===== src/rtl/spicsl_consts.svh =====
// Register indices, reset values and divider counts of the SPI control block.
// Assumes APB with 32-bit data; byte address is four times the index.
`ifndef SPICSL_CONSTS_SVH
`define SPICSL_CONSTS_SVH

`define SPICSL_IDX_DATA 8'h21
`define SPICSL_IDX_CTRL 8'h22
`define SPICSL_IDX_CSR 8'h23

`define SPICSL_CTRL_RST 8'h00
`define SPICSL_CSR_RST 8'h00
`define SPICSL_RXBUF_RST 8'h00

`define SPICSL_HALF_DIV4 7'h02
`define SPICSL_HALF_DIV8 7'h04
`define SPICSL_HALF_DIV16 7'h08
`define SPICSL_HALF_DIV32 7'h10
`define SPICSL_HALF_DIV64 7'h20
`define SPICSL_HALF_DIV128 7'h40

`define SPICSL_EDGES_PER_BYTE 5'h10

`endif


===== src/rtl/spicsl_pkg.sv =====
// Types shared by the SPI control block files.
// Field order of the control struct matches the register bit order, bit 7 first.
package spicsl_pkg;

  typedef struct packed {
    logic irq_enable;
    logic output_enable;
    logic divider_enable;
    logic master_select;
    logic clock_polarity;
    logic clock_phase;
    logic [1:0] rate_select;
  } spicsl_ctrl_s;

  typedef struct packed {
    logic sck_out;
    logic sck_oe;
    logic mosi_oe;
    logic miso_oe;
  } spicsl_pins_s;

  typedef struct packed {
    logic load;
    logic [7:0] tx_byte;
    logic capture;
    logic launch;
  } spicsl_shift_s;

  typedef enum logic [1:0] {
    st_idle = 2'b01,
    st_run = 2'b10
  } spicsl_state_e;

endpackage


===== src/rtl/spicsl_top.sv =====
// SPI control and status logic: control and control/status registers,
// flag sequences, serial clock generation and edge strobes.
// Assumes an APB master on pclk and a byte shifter that uses the strobes.
//
// How it works
// - Enabled interrupt follows done, fault or overrun flags
// - Output enable resets low, cleared on fault
// - Master select picks mode, cleared on fault
// - Divider enable clear adds divide-by-two, master only
// - Code 100 gives /4, 000 gives /8
// - Code 001 gives /16, 011 gives /128
// - Rate bits ignored in slave mode
// - Clock polarity sets serial clock idle level
// - Clock phase picks first or second capture edge
// - Both ends use same polarity and phase
// - Done flag set when byte transfer ends
// - Done cleared by status access then data access
// - Data writes ignored while done flag unacknowledged
// - Data write during transfer sets collision flag
// - Overrun set when byte ends with done set
// - Status register read clears overrun flag
// - Select low in master mode sets fault
// - Fault cleared by access then control write
// - Fault blocks setting enable and master bits
// - Collision flag never raises the interrupt
// - Output disable removes data output drive
// - Select management picks internal select bit
//
// Added by the designer: register access over APB and the placing of the registers.
`include "spicsl_consts.svh"
module spicsl_top (
  input wire logic pclk,
  input wire logic presetn,
  input wire logic psel,
  input wire logic penable,
  input wire logic pwrite,
  input wire logic [11:0] paddr,
  input wire logic [31:0] pwdata,
  output logic [31:0] prdata,
  output logic pready,
  output logic pslverr,
  input wire logic ss_n_pin,
  input wire logic sck_pin,
  input wire logic [7:0] rx_byte,
  output spicsl_pkg::spicsl_pins_s pins,
  output spicsl_pkg::spicsl_shift_s shift,
  output logic irq
);

  function automatic logic [6:0] half_period(input logic [2:0] code);
    logic [6:0] h;
    h = `SPICSL_HALF_DIV8;
    unique case (code)
      3'h4: h = `SPICSL_HALF_DIV4;
      3'h0: h = `SPICSL_HALF_DIV8;
      3'h1: h = `SPICSL_HALF_DIV16;
      3'h6: h = `SPICSL_HALF_DIV32;
      3'h2: h = `SPICSL_HALF_DIV64;
      3'h3: h = `SPICSL_HALF_DIV128;
      3'h5: h = `SPICSL_HALF_DIV8;
      3'h7: h = `SPICSL_HALF_DIV64;
    endcase
    return h;
  endfunction

  spicsl_pkg::spicsl_ctrl_s ctrl_reg, ctrl_next, ctrl_wr;
  spicsl_pkg::spicsl_state_e state_reg, state_next;
  spicsl_pkg::spicsl_pins_s pins_next;
  spicsl_pkg::spicsl_shift_s shift_next;
  logic tdone_reg, tdone_next, tdone_arm_reg, tdone_arm_next;
  logic write_collision_flag_reg, write_collision_flag_next, write_collision_flag_arm_reg, write_collision_flag_arm_next;
  logic ovr_reg, ovr_next;
  logic mode_fault_flag_reg, mode_fault_flag_next, mode_fault_flag_arm_reg, mode_fault_flag_arm_next;
  logic sod_reg, ssm_reg, ssi_reg;
  logic [7:0] rxbuf_reg, rxbuf_next;
  logic [4:0] edge_cnt_reg, edge_cnt_next;
  logic [6:0] div_cnt_reg, div_cnt_next;
  logic sck_lvl_reg, sck_lvl_next, sck_prev_reg;
  logic [1:0] pin_level;

  spicsl_sync #(
    .WIDTH(2),
    .RST_VAL(2'h2)
  ) u_sync (
    .pclk(pclk),
    .presetn(presetn),
    .pin({ss_n_pin, sck_pin}),
    .level(pin_level)
  );

  // APB decode; answer one cycle into the access phase
  wire sel_data = paddr == {2'h0, `SPICSL_IDX_DATA, 2'h0};
  wire sel_ctrl = paddr == {2'h0, `SPICSL_IDX_CTRL, 2'h0};
  wire sel_csr = paddr == {2'h0, `SPICSL_IDX_CSR, 2'h0};
  wire mapped = sel_data | sel_ctrl | sel_csr;
  wire acc_wait = psel & penable & !pready;
  wire acc_done = psel & penable & pready;
  wire wr_data = acc_done & pwrite & sel_data;
  wire rd_data = acc_done & !pwrite & sel_data;
  wire wr_ctrl = acc_done & pwrite & sel_ctrl;
  wire rd_csr = acc_done & !pwrite & sel_csr;
  wire wr_csr = acc_done & pwrite & sel_csr;
  wire acc_csr = rd_csr | wr_csr;
  wire [7:0] csr_view = {tdone_reg, write_collision_flag_reg, ovr_reg, mode_fault_flag_reg,
                         1'b0, sod_reg, ssm_reg, ssi_reg};
  wire [7:0] rd_mux = sel_data ? rxbuf_reg :
                      sel_ctrl ? ctrl_reg :
                      sel_csr ? csr_view : 8'h00;

  // Internal select and mode
  wire ss_ext = pin_level[1];
  wire sck_sync = pin_level[0];
  wire ss_int = ssm_reg ? ssi_reg : ss_ext;
  wire master = ctrl_reg.master_select;
  wire enabled = ctrl_reg.output_enable;
  wire fault = master & !ss_int;
  wire busy = state_reg == spicsl_pkg::st_run;

  // Rate code only drives the master divider
  wire [2:0] rate_code = {ctrl_reg.divider_enable, ctrl_reg.rate_select};
  wire [6:0] half = half_period(rate_code);
  wire master_run = busy & master;
  wire tick = master_run & (div_cnt_reg == half - 7'h01);
  wire slave_active = !master & enabled & !ss_int;
  wire slave_edge = slave_active & (sck_sync != sck_prev_reg);
  wire edge_ev = master ? tick : slave_edge;
  wire [4:0] edge_num = edge_cnt_reg + 5'h01;
  // Same phase on both ends keeps capture edges aligned
  wire capture = edge_ev & (edge_num[0] ^ ctrl_reg.clock_phase);
  wire launch = edge_ev & !capture;
  wire done = edge_ev & (edge_num == `SPICSL_EDGES_PER_BYTE);
  wire abort = !enabled | (master ? fault : ss_int);

  // Data write handling; blocked until the done flag is acknowledged
  wire data_blocked = tdone_reg & !tdone_arm_reg;
  wire write_collision_flag_set = wr_data & busy;
  wire start = wr_data & !busy & !data_blocked & master & enabled & !fault;

  always_comb
  begin
    state_next = state_reg;
    unique case (state_reg)
      spicsl_pkg::st_idle:
        if (start | (slave_edge & !done))
          state_next = spicsl_pkg::st_run;
      spicsl_pkg::st_run:
        if (done | abort)
          state_next = spicsl_pkg::st_idle;
    endcase
  end

  assign edge_cnt_next = (done | abort) ? 5'h00 :
                         edge_ev ? edge_num : edge_cnt_reg;
  assign div_cnt_next = (!master_run | tick | abort) ? 7'h00 :
                        div_cnt_reg + 7'h01;
  assign sck_lvl_next = (abort | !master) ? 1'b0 :
                        tick ? !sck_lvl_reg : sck_lvl_reg;

  // Flags: hardware set wins over any clear in the same cycle
  wire tdone_clr = tdone_arm_reg & (rd_data | wr_data);
  assign tdone_next = done | (tdone_reg & !tdone_clr);
  assign tdone_arm_next = (tdone_clr | !tdone_reg) ? 1'b0 :
                          (acc_csr | tdone_arm_reg);
  wire write_collision_flag_clr = write_collision_flag_arm_reg & rd_data;
  assign write_collision_flag_next = write_collision_flag_set | (write_collision_flag_reg & !write_collision_flag_clr);
  assign write_collision_flag_arm_next = (write_collision_flag_clr | !write_collision_flag_reg) ? 1'b0 :
                         (rd_csr | write_collision_flag_arm_reg);
  assign ovr_next = (done & tdone_reg) | (ovr_reg & !rd_csr);
  // Keep the byte that set the done flag on overrun
  assign rxbuf_next = (done & !tdone_reg) ? rx_byte : rxbuf_reg;
  wire mode_fault_flag_clr = mode_fault_flag_arm_reg & wr_ctrl;
  assign mode_fault_flag_next = fault | (mode_fault_flag_reg & !mode_fault_flag_clr);
  assign mode_fault_flag_arm_next = (mode_fault_flag_clr | !mode_fault_flag_reg) ? 1'b0 :
                         (acc_csr | mode_fault_flag_arm_reg);

  // Control write; fault lets enable and master bits be cleared but not set
  wire mode_fault_flag_lock = mode_fault_flag_reg & !mode_fault_flag_arm_reg;
  always_comb
  begin
    ctrl_wr = spicsl_pkg::spicsl_ctrl_s'(pwdata[7:0]);
    if (mode_fault_flag_lock)
    begin
      ctrl_wr.output_enable = ctrl_wr.output_enable
                              & ctrl_reg.output_enable;
      ctrl_wr.master_select = ctrl_wr.master_select
                              & ctrl_reg.master_select;
    end
    ctrl_next = wr_ctrl ? ctrl_wr : ctrl_reg;
    if (fault)
    begin
      ctrl_next.output_enable = 1'b0;
      ctrl_next.master_select = 1'b0;
    end
  end

  // Pin controls; data output dropped by output disable
  wire nx_master = ctrl_next.master_select;
  wire nx_en = ctrl_next.output_enable;
  wire nx_sod = wr_csr ? pwdata[2] : sod_reg;
  always_comb
  begin
    pins_next.sck_out = ctrl_next.clock_polarity ^ sck_lvl_next;
    pins_next.sck_oe = nx_en & nx_master;
    pins_next.mosi_oe = nx_en & !nx_sod & nx_master;
    pins_next.miso_oe = nx_en & !nx_sod & !nx_master & !ss_int;
    shift_next.load = start;
    shift_next.tx_byte = start ? pwdata[7:0] : shift.tx_byte;
    shift_next.capture = capture;
    shift_next.launch = launch;
  end

  // Write collision only reports status
  wire irq_next = ctrl_next.irq_enable
                  & (tdone_next | mode_fault_flag_next | ovr_next);

  always_ff @(posedge pclk or negedge presetn)
  begin
    if (!presetn)
    begin
      pready <= 1'b0;
      pslverr <= 1'b0;
      prdata <= 32'h0000_0000;
    end
    else
    begin
      pready <= acc_wait;
      pslverr <= acc_wait & !mapped;
      prdata <= acc_wait ? {24'h00_0000, rd_mux} : prdata;
    end
  end

  always_ff @(posedge pclk or negedge presetn)
  begin
    if (!presetn)
    begin
      ctrl_reg <= `SPICSL_CTRL_RST;
      {tdone_reg, write_collision_flag_reg, ovr_reg, mode_fault_flag_reg} <= 4'(`SPICSL_CSR_RST >> 4);
      {sod_reg, ssm_reg, ssi_reg} <= 3'h0;
      {tdone_arm_reg, write_collision_flag_arm_reg, mode_fault_flag_arm_reg} <= 3'h0;
      rxbuf_reg <= `SPICSL_RXBUF_RST;
    end
    else
    begin
      ctrl_reg <= ctrl_next;
      {tdone_reg, write_collision_flag_reg, ovr_reg, mode_fault_flag_reg} <=
        {tdone_next, write_collision_flag_next, ovr_next, mode_fault_flag_next};
      {sod_reg, ssm_reg, ssi_reg} <=
        wr_csr ? pwdata[2:0] : {sod_reg, ssm_reg, ssi_reg};
      {tdone_arm_reg, write_collision_flag_arm_reg, mode_fault_flag_arm_reg} <=
        {tdone_arm_next, write_collision_flag_arm_next, mode_fault_flag_arm_next};
      rxbuf_reg <= rxbuf_next;
    end
  end

  always_ff @(posedge pclk or negedge presetn)
  begin
    if (!presetn)
    begin
      state_reg <= spicsl_pkg::st_idle;
      edge_cnt_reg <= 5'h00;
      div_cnt_reg <= 7'h00;
      sck_lvl_reg <= 1'b0;
      sck_prev_reg <= 1'b0;
      pins <= '0;
      shift <= '0;
      irq <= 1'b0;
    end
    else
    begin
      state_reg <= state_next;
      edge_cnt_reg <= edge_cnt_next;
      div_cnt_reg <= div_cnt_next;
      sck_lvl_reg <= sck_lvl_next;
      sck_prev_reg <= sck_sync;
      pins <= pins_next;
      shift <= shift_next;
      irq <= irq_next;
    end
  end

  // Checking helpers
  logic [6:0] gap_reg;
  logic sck_seen_reg;
  always_ff @(posedge pclk or negedge presetn)
  begin
    if (!presetn)
    begin
      gap_reg <= 7'h00;
      sck_seen_reg <= 1'b0;
    end
    else
    begin
      sck_seen_reg <= pins.sck_out;
      gap_reg <= (pins.sck_out != sck_seen_reg || shift.load) ? 7'h00 :
                 gap_reg + 7'h01;
    end
  end
endmodule


===== src/rtl/spicsl_sync.sv =====
// Pin synchroniser: three flops per bit, output follows once stages 2 and 3
// agree. Assumes pins are asynchronous to pclk.
module spicsl_sync #(
  parameter int WIDTH = 2,
  parameter logic [WIDTH-1:0] RST_VAL = '0
) (
  input wire logic pclk,
  input wire logic presetn,
  input wire logic [WIDTH-1:0] pin,
  output logic [WIDTH-1:0] level
);

  logic [WIDTH-1:0] s1_reg;
  logic [WIDTH-1:0] s2_reg;
  logic [WIDTH-1:0] s3_reg;
  logic [WIDTH-1:0] level_next;

  // First stage feeds only the second stage
  assign level_next = (~(s2_reg ^ s3_reg) & s3_reg)
                    | ((s2_reg ^ s3_reg) & level);

  always_ff @(posedge pclk or negedge presetn)
  begin
    if (!presetn)
    begin
      s1_reg <= RST_VAL;
      s2_reg <= RST_VAL;
      s3_reg <= RST_VAL;
      level <= RST_VAL;
    end
    else
    begin
      s1_reg <= pin;
      s2_reg <= s1_reg;
      s3_reg <= s2_reg;
      level <= level_next;
    end
  end

endmodule


===== config.mk =====
export PLATFORM = sky130hd
export DESIGN_NAME = spicsl_top
export DESIGN_NICKNAME = d
export VERILOG_FILES = /design/src/rtl/spicsl_pkg.sv /design/src/rtl/spicsl_top.sv /design/src/rtl/spicsl_sync.sv
export VERILOG_INCLUDE_DIRS = /design/src /design/src/rtl
export SDC_FILE = /design/constraint.sdc
export NUM_CORES = 1
export LEC_CHECK = 0
export BUFFER_PORTS_ARGS = -buffer_cell sky130_fd_sc_hd__buf_2
export CAP_MARGIN = 25
export CORE_ASPECT_RATIO = 1.5
export CORE_MARGIN = 5
export CORE_UTILIZATION = 46
export CTS_CLUSTER_SIZE = 20
export DETAILED_ROUTE_END_ITERATION = 7
export HOLD_SLACK_MARGIN = 0.12
export MAX_ROUTING_LAYER = met4
export PLACE_DENSITY_LB_ADDON = 0.2
export SYNTH_ARGS = -nofsm -noshare
export SYNTH_HDL_FRONTEND = slang
export SYNTH_SLANG_ARGS = --single-unit

===== constraint.sdc =====
create_clock -name pclk -period 9.45 [get_ports pclk]
set_input_delay 0.4725 -clock pclk [delete_from_list [all_inputs] [get_ports pclk]]
set_output_delay 0.4725 -clock pclk [all_outputs]
set_load 0.01 [all_outputs]

### After elaboration in Yosys (flattened, before gate mapping)

Memories as Yosys holds them, arrays and structs flattened.
Index checks and enable logic that the tools add are counted.

* add/subtract/negate cells: 3
* multiply operators: 0
* div/mod/pow operators: 0
* order comparisons: 0
* equal/unequal tests: 10
* shift-type cells: 0
* mux-type cells: 23
* bitwise logic cells: 75
* reduce and logical (&&, ||, !) cells: 26

Operators by type and width (count)
* $and A1 B1 Y1: 46
* $eq A12 B8 Y1 const B: 3
* $mux W8: 4
* $logic_not A1 Y1: 24
* $or A1 B1 Y1: 22
* $mux W1: 13
* $mux W5: 2
* $add A7 B1 Y7 const B: 1
* $eq A7 B7 Y1: 1
* $mux W7: 1
* $sub A7 B1 Y7 const B: 1
* $add A5 B1 Y5 const B: 1
* $eq A5 B5 Y1 const B: 1
* $and A2 B2 Y2: 2
* $mux W2: 2
* $pmux W2 S2: 1
* $eq A2 B1 Y1 const B: 1
* $eq A2 B2 Y1 const B: 1
* $ne A2 B1 Y1 const B: 1
* $ne A2 B2 Y1 const B: 1
* $not A2 Y2: 1
* $or A2 B2 Y2: 1
* $reduce_and A2 Y1: 1
* $reduce_bool A2 Y1: 1
* 3 further kinds: 4

* register bits after elaboration: 76
* latch bits: 0
* memory bits (writable): 0
* memory bits (read-only): 48
* input bits: 59
* output and inout bits: 50
* logic and storage cells: 177
* memories kept: 1

Memory list
* (name not given): words 8, width 6, rd ports 1, clocked after memory_dff 0, wr ports 0, line spicsl_top.sv:53 `unique case (code)`

### Longest topological paths before layout

* word-level depth: 12
* gate-level depth with buffers: 10
* gate-level depth less buffers: 9

### Cells and area by module

Synthesis repeated with hierarchy kept, for this count alone.

* cells, all modules: 323
* area, all modules: 3563.4 um^2

Modules (own cells, without submodules)
* spicsl_top: times used 1, cells each 313, area each 3335.7 um^2, sequential area each 1702.9 um^2
* spicsl_sync: times used 1, cells each 10, area each 227.7 um^2, sequential area each 205.2 um^2

### Least setup slack after synthesis

No wires, ideal clock.

* kind: register to register
* from: reg ctrl_reg[1] (netlist bit)
* to: reg rxbuf_reg[0]
* setup time: 0.125 ns
* arrival: 3.120 ns
* required time: 9.325 ns
* path slack: 6.205 ns
* cell stages (with the launch flop): 11
* path buffers: 1
* path through: dfrtp_1 clkbuf_1 nor3b_1 inv_1 ha_1 xnor2_1 a2111oi_2 o211ai_1 a2111o_1 a211oi_4 mux2_2

* cells in the longest elaborated chain, start to end: 7

Ends and longest elaborated chain
* start: declaration: line spicsl_top.sv:66 `spicsl_pkg::spicsl_ctrl_s ctrl_reg, ctrl_next, ctrl_wr;`
* start signal: assignment: line spicsl_top.sv:236 `` ctrl_reg <= `SPICSL_CTRL_RST; ``
* start signal: assignment: line spicsl_top.sv:244 `ctrl_reg <= ctrl_next;`
* $mem_v2 Z8 W6
* $sub A7 B1 Y7: line spicsl_top.sv:123 `wire tick = master_run & (div_cnt_reg == half - 7'h01);`
* $eq A7 B7 Y1: line spicsl_top.sv:123
* $and A1 B1 Y1: line spicsl_top.sv:123
* $mux W1: line spicsl_top.sv:126 `wire edge_ev = master ? tick : slave_edge;`
* $and A1 B1 Y1: line spicsl_top.sv:131 `` wire done = edge_ev & (edge_num == `SPICSL_EDGES_PER_BYTE); ``
* $and A1 B1 Y1: line spicsl_top.sv:170 `assign rxbuf_next = (done & !tdone_reg) ? rx_byte : rxbuf_reg;`
* end signal: assignment: line spicsl_top.sv:240 `` rxbuf_reg <= `SPICSL_RXBUF_RST; ``
* end signal: assignment: line spicsl_top.sv:251 `rxbuf_reg <= rxbuf_next;`
* end: declaration: line spicsl_top.sv:75 `logic [7:0] rxbuf_reg, rxbuf_next;`

No other way between the ends.
A chain may end at the register's enable or synchronous reset.

### Worst setup path in the final report

* from: reg ctrl_reg[0] (netlist bit)
* to: reg rxbuf_reg[5]

Same word-level chain as after synthesis.

==> tab_implementation.tex <==
\begin{tabular}{lr}
\hline
Metric & Value \\
\hline
\multicolumn{2}{l}{\textbf{Run status}} \\
Status & complete, no violations \\
\multicolumn{2}{l}{\textbf{Routing}} \\
Via count & 2821 \\
ANT nets after route & 0 \\
Met2 WL post-DR & around 4.4 mm \\
Mean number of vias per cell & 5.214 \\
Total detailed-routing wirelength & 8.345 mm \\
Routed WL per cell & 15.43 microns \\
Met1 layer wirelength in the final routing & 3.414 mm \\
Number of search-and-repair iterations in the first detailed-routing pass & 4 \\
Violation count after the first detailed-routing iteration & 143 \\
Wire length on met3 & 317 microns \\
Max Used Layer & met4 \\
Total DRC errors in the routed layout & 0 \\
\multicolumn{2}{l}{\textbf{Worst setup path}} \\
Worst-case register-to-register setup slack & 5.86 ns \\
Critical path buffers and inverters & 1 \\
Type of destination of the critical path & flip-flop \\
Category of cells accounting for the largest share of critical-path delay & compound AO/OA/AOI/OAI gates \\
Critical path class & reg -> reg \\
Logic depth of the worst path, buffers included & 9 \\
Max incr delay on CP & 0.56 ns \\
CP Cell Sequence & nor3b\_1 > inv\_1 > ha\_1 > xnor2\_1 > a2111oi\_2 > o211ai\_1 > a2111o\_1 > a211oi\_4 > mux2\_2 \\
Worst R2R End & rxbuf\_reg[5]\$\_DFFE\_PN0P\_ \\
Worst reg2reg path startpoint & ctrl\_reg[0]\$\_DFFE\_PN0P\_ \\
Critical Path AT & 3.80 ns \\
Number of cells traversed by the worst register-to-register path & 9 \\
Slowest stage cell, crit path & sky130\_fd\_sc\_hd\_\_a211oi\_4 \\
Startpoint type of the worst setup path & flip-flop \\
Critical path data required time & 9.66 ns \\
Critical path peak fanout & 9 \\
\multicolumn{2}{l}{\textbf{CTS}} \\
H-tree depth & 3 \\
Clock net sink count & between 70 and 80 \\
Number of CTS-inserted buffers & 9 \\
Clock edge transition at the registers on the reported setup and hold paths & 0.06 ns \\
Clock tree root driver cell & sky130\_fd\_sc\_hd\_\_clkbuf\_16 \\
Later-pin clock latency in the skew report & 0.33 ns \\
Maximum number of buffers from clock root to sink & 2 \\
Clock tree from TritonCTS & yes \\
\multicolumn{2}{l}{\textbf{Final layout}} \\
Number of flip-flops in the largest register & 11 \\
Total non-filler cell area in the finished layout & 0.004353 sq mm \\
Final core occ & 0.5470 \\
Area added between synthesis and finish & 17.73\% \\
Commonest cells after routing, fill and taps aside & sky130\_fd\_sc\_hd\_\_dfrtp\_1 (71), sky130\_fd\_sc\_hd\_\_nand2\_1 (69), sky130\_fd\_sc\_hd\_\_buf\_2 (60) \\
Storage element area & 0.001908 sq mm \\
Antenna fix cells & 0 \\
Area used by multi-input combinational logic & 0.001638 sq mm \\
Layout cells sized above 1 & 0.2271 \\
Layout fillers & around 730 \\
Most frequent standard cell in the layout excluding fill and tap cells & sky130\_fd\_sc\_hd\_\_dfrtp\_1 \\
Final layout net count & between 400 and 500 \\
\multicolumn{2}{l}{\textbf{Yosys}} \\
Multiplexer area fraction after synthesis & 0.04433 \\
Post-synthesis xor/xnor area fraction & 0.02843 \\
Share of synthesized registers carrying an async set or reset & 1.000 \\
Number of storage elements in the synthesis netlist & 76 \\
Cells after Synth & between 300 and 400 \\
Main combinational cell family by area after synthesis & simple AND/OR/NAND/NOR gates \\
Count of flip-flops with a built-in enable after synthesis & 0 \\
Post-synth top area share & 0.4805 \\
Top\_reg\_cell synth & sky130\_fd\_sc\_hd\_\_dfrtp\_1 \\
Number of distinct library cell variants in the gate-level netlist after synthesis & 57 \\
Library cell with the largest summed area after synthesis & sky130\_fd\_sc\_hd\_\_dfrtp\_1 \\
Top cells by area, synth & sky130\_fd\_sc\_hd\_\_dfrtp\_1 (48\%), sky130\_fd\_sc\_hd\_\_nand2\_1 (7.0\%), sky130\_fd\_sc\_hd\_\_buf\_4 (4.9\%), sky130\_fd\_sc\_hd\_\_dfstp\_2 (3.6\%), sky130\_fd\_sc\_hd\_\_mux2\_2 (3.4\%) \\
Cell Area, Synth & 0.003697 sq mm \\
Synthesized area divided by synthesized cell count & 10.16 sq um \\
Simple-gate share of the synthesized area & 0.1963 \\
Share of synthesized area occupied by flip-flops and latches & 0.5161 \\
Synth warnings & 0 \\
Synth Area in Adders & 0.02234 \\
Compound-Gate Fraction of Synth Area & 0.1272 \\
\multicolumn{2}{l}{\textbf{Floorplan}} \\
Die Height & 119.8 microns \\
Site row count & 40 \\
Chip width & 83.20 microns \\
Starting utilization of the core area & 0.4646 \\
Top-Level Pins & 109 \\
Area of the core & 0.007958 sq mm \\
Die Outline Area & 0.009967 sq mm \\
\multicolumn{2}{l}{\textbf{Place}} \\
Port buffer count & 60 \\
Hpwl dp & 6.270 mm \\
Cell Area, Placed & just over 0.004 sq mm \\
Final weighted congestion in routability-driven placement & 0.8358 \\
\multicolumn{2}{l}{\textbf{Timing}} \\
Max frequency & between 0.2 and 0.3 GHz \\
Final Max Slew Viols & 0 \\
Total negative slack & 0 ns \\
Period utilisation layout & 0.3801 \\
Hold Vio Cnt, Final & 0 \\
Slew margin rel. & 0.3017 \\
Unrepaired setup endpoints after global routing & no \\
Finish-stage setup viols & 0 \\
Min Clock Period, post-route & 3.592 ns \\
Worst Max-Slew Pin Slew & 1.039 ns \\
Maximum clock skew at final layout & 0.004415 ns \\
\multicolumn{2}{l}{\textbf{Worst hold path}} \\
Class of the most critical hold timing path & in -> reg \\
Endpoint of the worst hold path & u\_sync.s1\_reg[1]\$\_DFF\_PN1\_ \\
Hold Startpoint & ss\_n\_pin \\
Hold depth & 1 \\
\multicolumn{2}{l}{\textbf{Global routing}} \\
Antenna violations before repair & 0 \\
Number of global-route vias before repair & 2895 \\
Largest net degree at the start of global routing & 77 \\
Overall routing resource usage & 0.1823 \\
Wire length of the first global-routing pass & around 14 mm \\
Remaining global-route overflow & 0 \\
\multicolumn{2}{l}{\textbf{Run}} \\
Max-capacitance violation count & 0 \\
\multicolumn{2}{l}{\textbf{Power}} \\
Total power of the final layout & 715.5 uW \\
Power density relative to cell area & about 160 mW/mm\^{}2 \\
Peak supply drop & 0.00009179 V \\
Total leakage power & 0.002067 uW \\
\hline
\end{tabular}
==> worst register-to-register path: stages (launching register included) <==
cell and delay (ns):
sky130_fd_sc_hd__dfrtp_1 0.47, sky130_fd_sc_hd__nor3b_1 0.35, sky130_fd_sc_hd__inv_1 0.08, sky130_fd_sc_hd__ha_1 0.31, sky130_fd_sc_hd__xnor2_1 0.14, sky130_fd_sc_hd__a2111oi_2 0.38, sky130_fd_sc_hd__o211ai_1 0.26, sky130_fd_sc_hd__a2111o_1 0.52
sky130_fd_sc_hd__a211oi_4 0.56, sky130_fd_sc_hd__mux2_2 0.40
==> per-stage QoR <==
step	hold slack (ns)	cells	setup slack (ns)
6_report	0.2379	541	5.858
5_1_grt	0.2288	541	5.630
4_1_cts	0.2304	538	5.848
3_5_place_dp	0.3347	523	5.880
3_3_place_gp	0.3347	522	5.912
2_1_floorplan	0.1769	387	6.205
==> routing by layer <==
layer,track usage,vias to the layer above
met5,-,-
met4,0.08691,0
met3,0.03297,12
met2,0.3173,66
met1,0.2010,1367
li1,-,1376
==> synth_stat cells, drive strengths merged (4+ instances only) <==
library cell / count
nor2b: 5
mux2i: 4
xnor2: 5
clkbuf: 6
nand2: 69
dfstp: 5
xor2: 7
dfrtp: 71
mux2: 11
a31oi: 8
a22oi: 8
o211ai: 4
nor2: 27
a21oi: 12
nand3: 8
buf: 25
o21ai: 7
a211oi: 6
ha: 5
inv: 8
nand2b: 5
nor3: 6
==> worst max path at each step <==
stage | slack (ns) | to | from
4_1_cts | 5.85 | rxbuf_reg[7]$_DFFE_PN0P_ | ctrl_reg[0]$_DFFE_PN0P_
6_report | 5.86 | rxbuf_reg[5]$_DFFE_PN0P_ | ctrl_reg[0]$_DFFE_PN0P_
3_5_place_dp | 5.88 | rxbuf_reg[2]$_DFFE_PN0P_ | ctrl_reg[0]$_DFFE_PN0P_
5_1_grt | 5.63 | rxbuf_reg[1]$_DFFE_PN0P_ | ctrl_reg[0]$_DFFE_PN0P_
2_1_floorplan | 6.21 | rxbuf_reg[0]$_DFFE_PN0P_ | ctrl_reg[1]$_DFFE_PN0P_
3_3_place_gp | 5.91 | rxbuf_reg[5]$_DFFE_PN0P_ | ctrl_reg[0]$_DFFE_PN0P_
==> power breakdown <==
part           internal [uW]  leakage [uW]  switching, uW
registers                335       0.00100           4.65
clock network            210      0.000140            123
logic                   16.3      0.000927           26.4
==> layout make-up <==
cell class              instances  share of cell area
repair buffers                 65             0.08278
clock buffers                  13             0.05749
clock inverters                 2            0.008048
multi-input cells             272              0.3763
well taps                     105             0.03018
flip-flops and latches         76              0.4383
inverters                       8            0.006899
==> timing repair <==
| action | CTS | global route |
|---|---|---|
| resized for setup | 0 | 0 |
| endpoints found under the hold margin | 0 | 2 |
| buffers inserted | 0 | 0 |
| hold buffers | 0 | 1 |
==> cells by family after synthesis <==
logic type / after synthesis
AND/OR/NAND/NOR: 150
flip-flops: 76
AO/OA/AOI/OAI: 64
buffers and inverters: 39
multiplexers: 15
XOR/XNOR: 12
adder cells (fa/ha/maj): 7
other: 1
(Power assumes the default switching activity.)
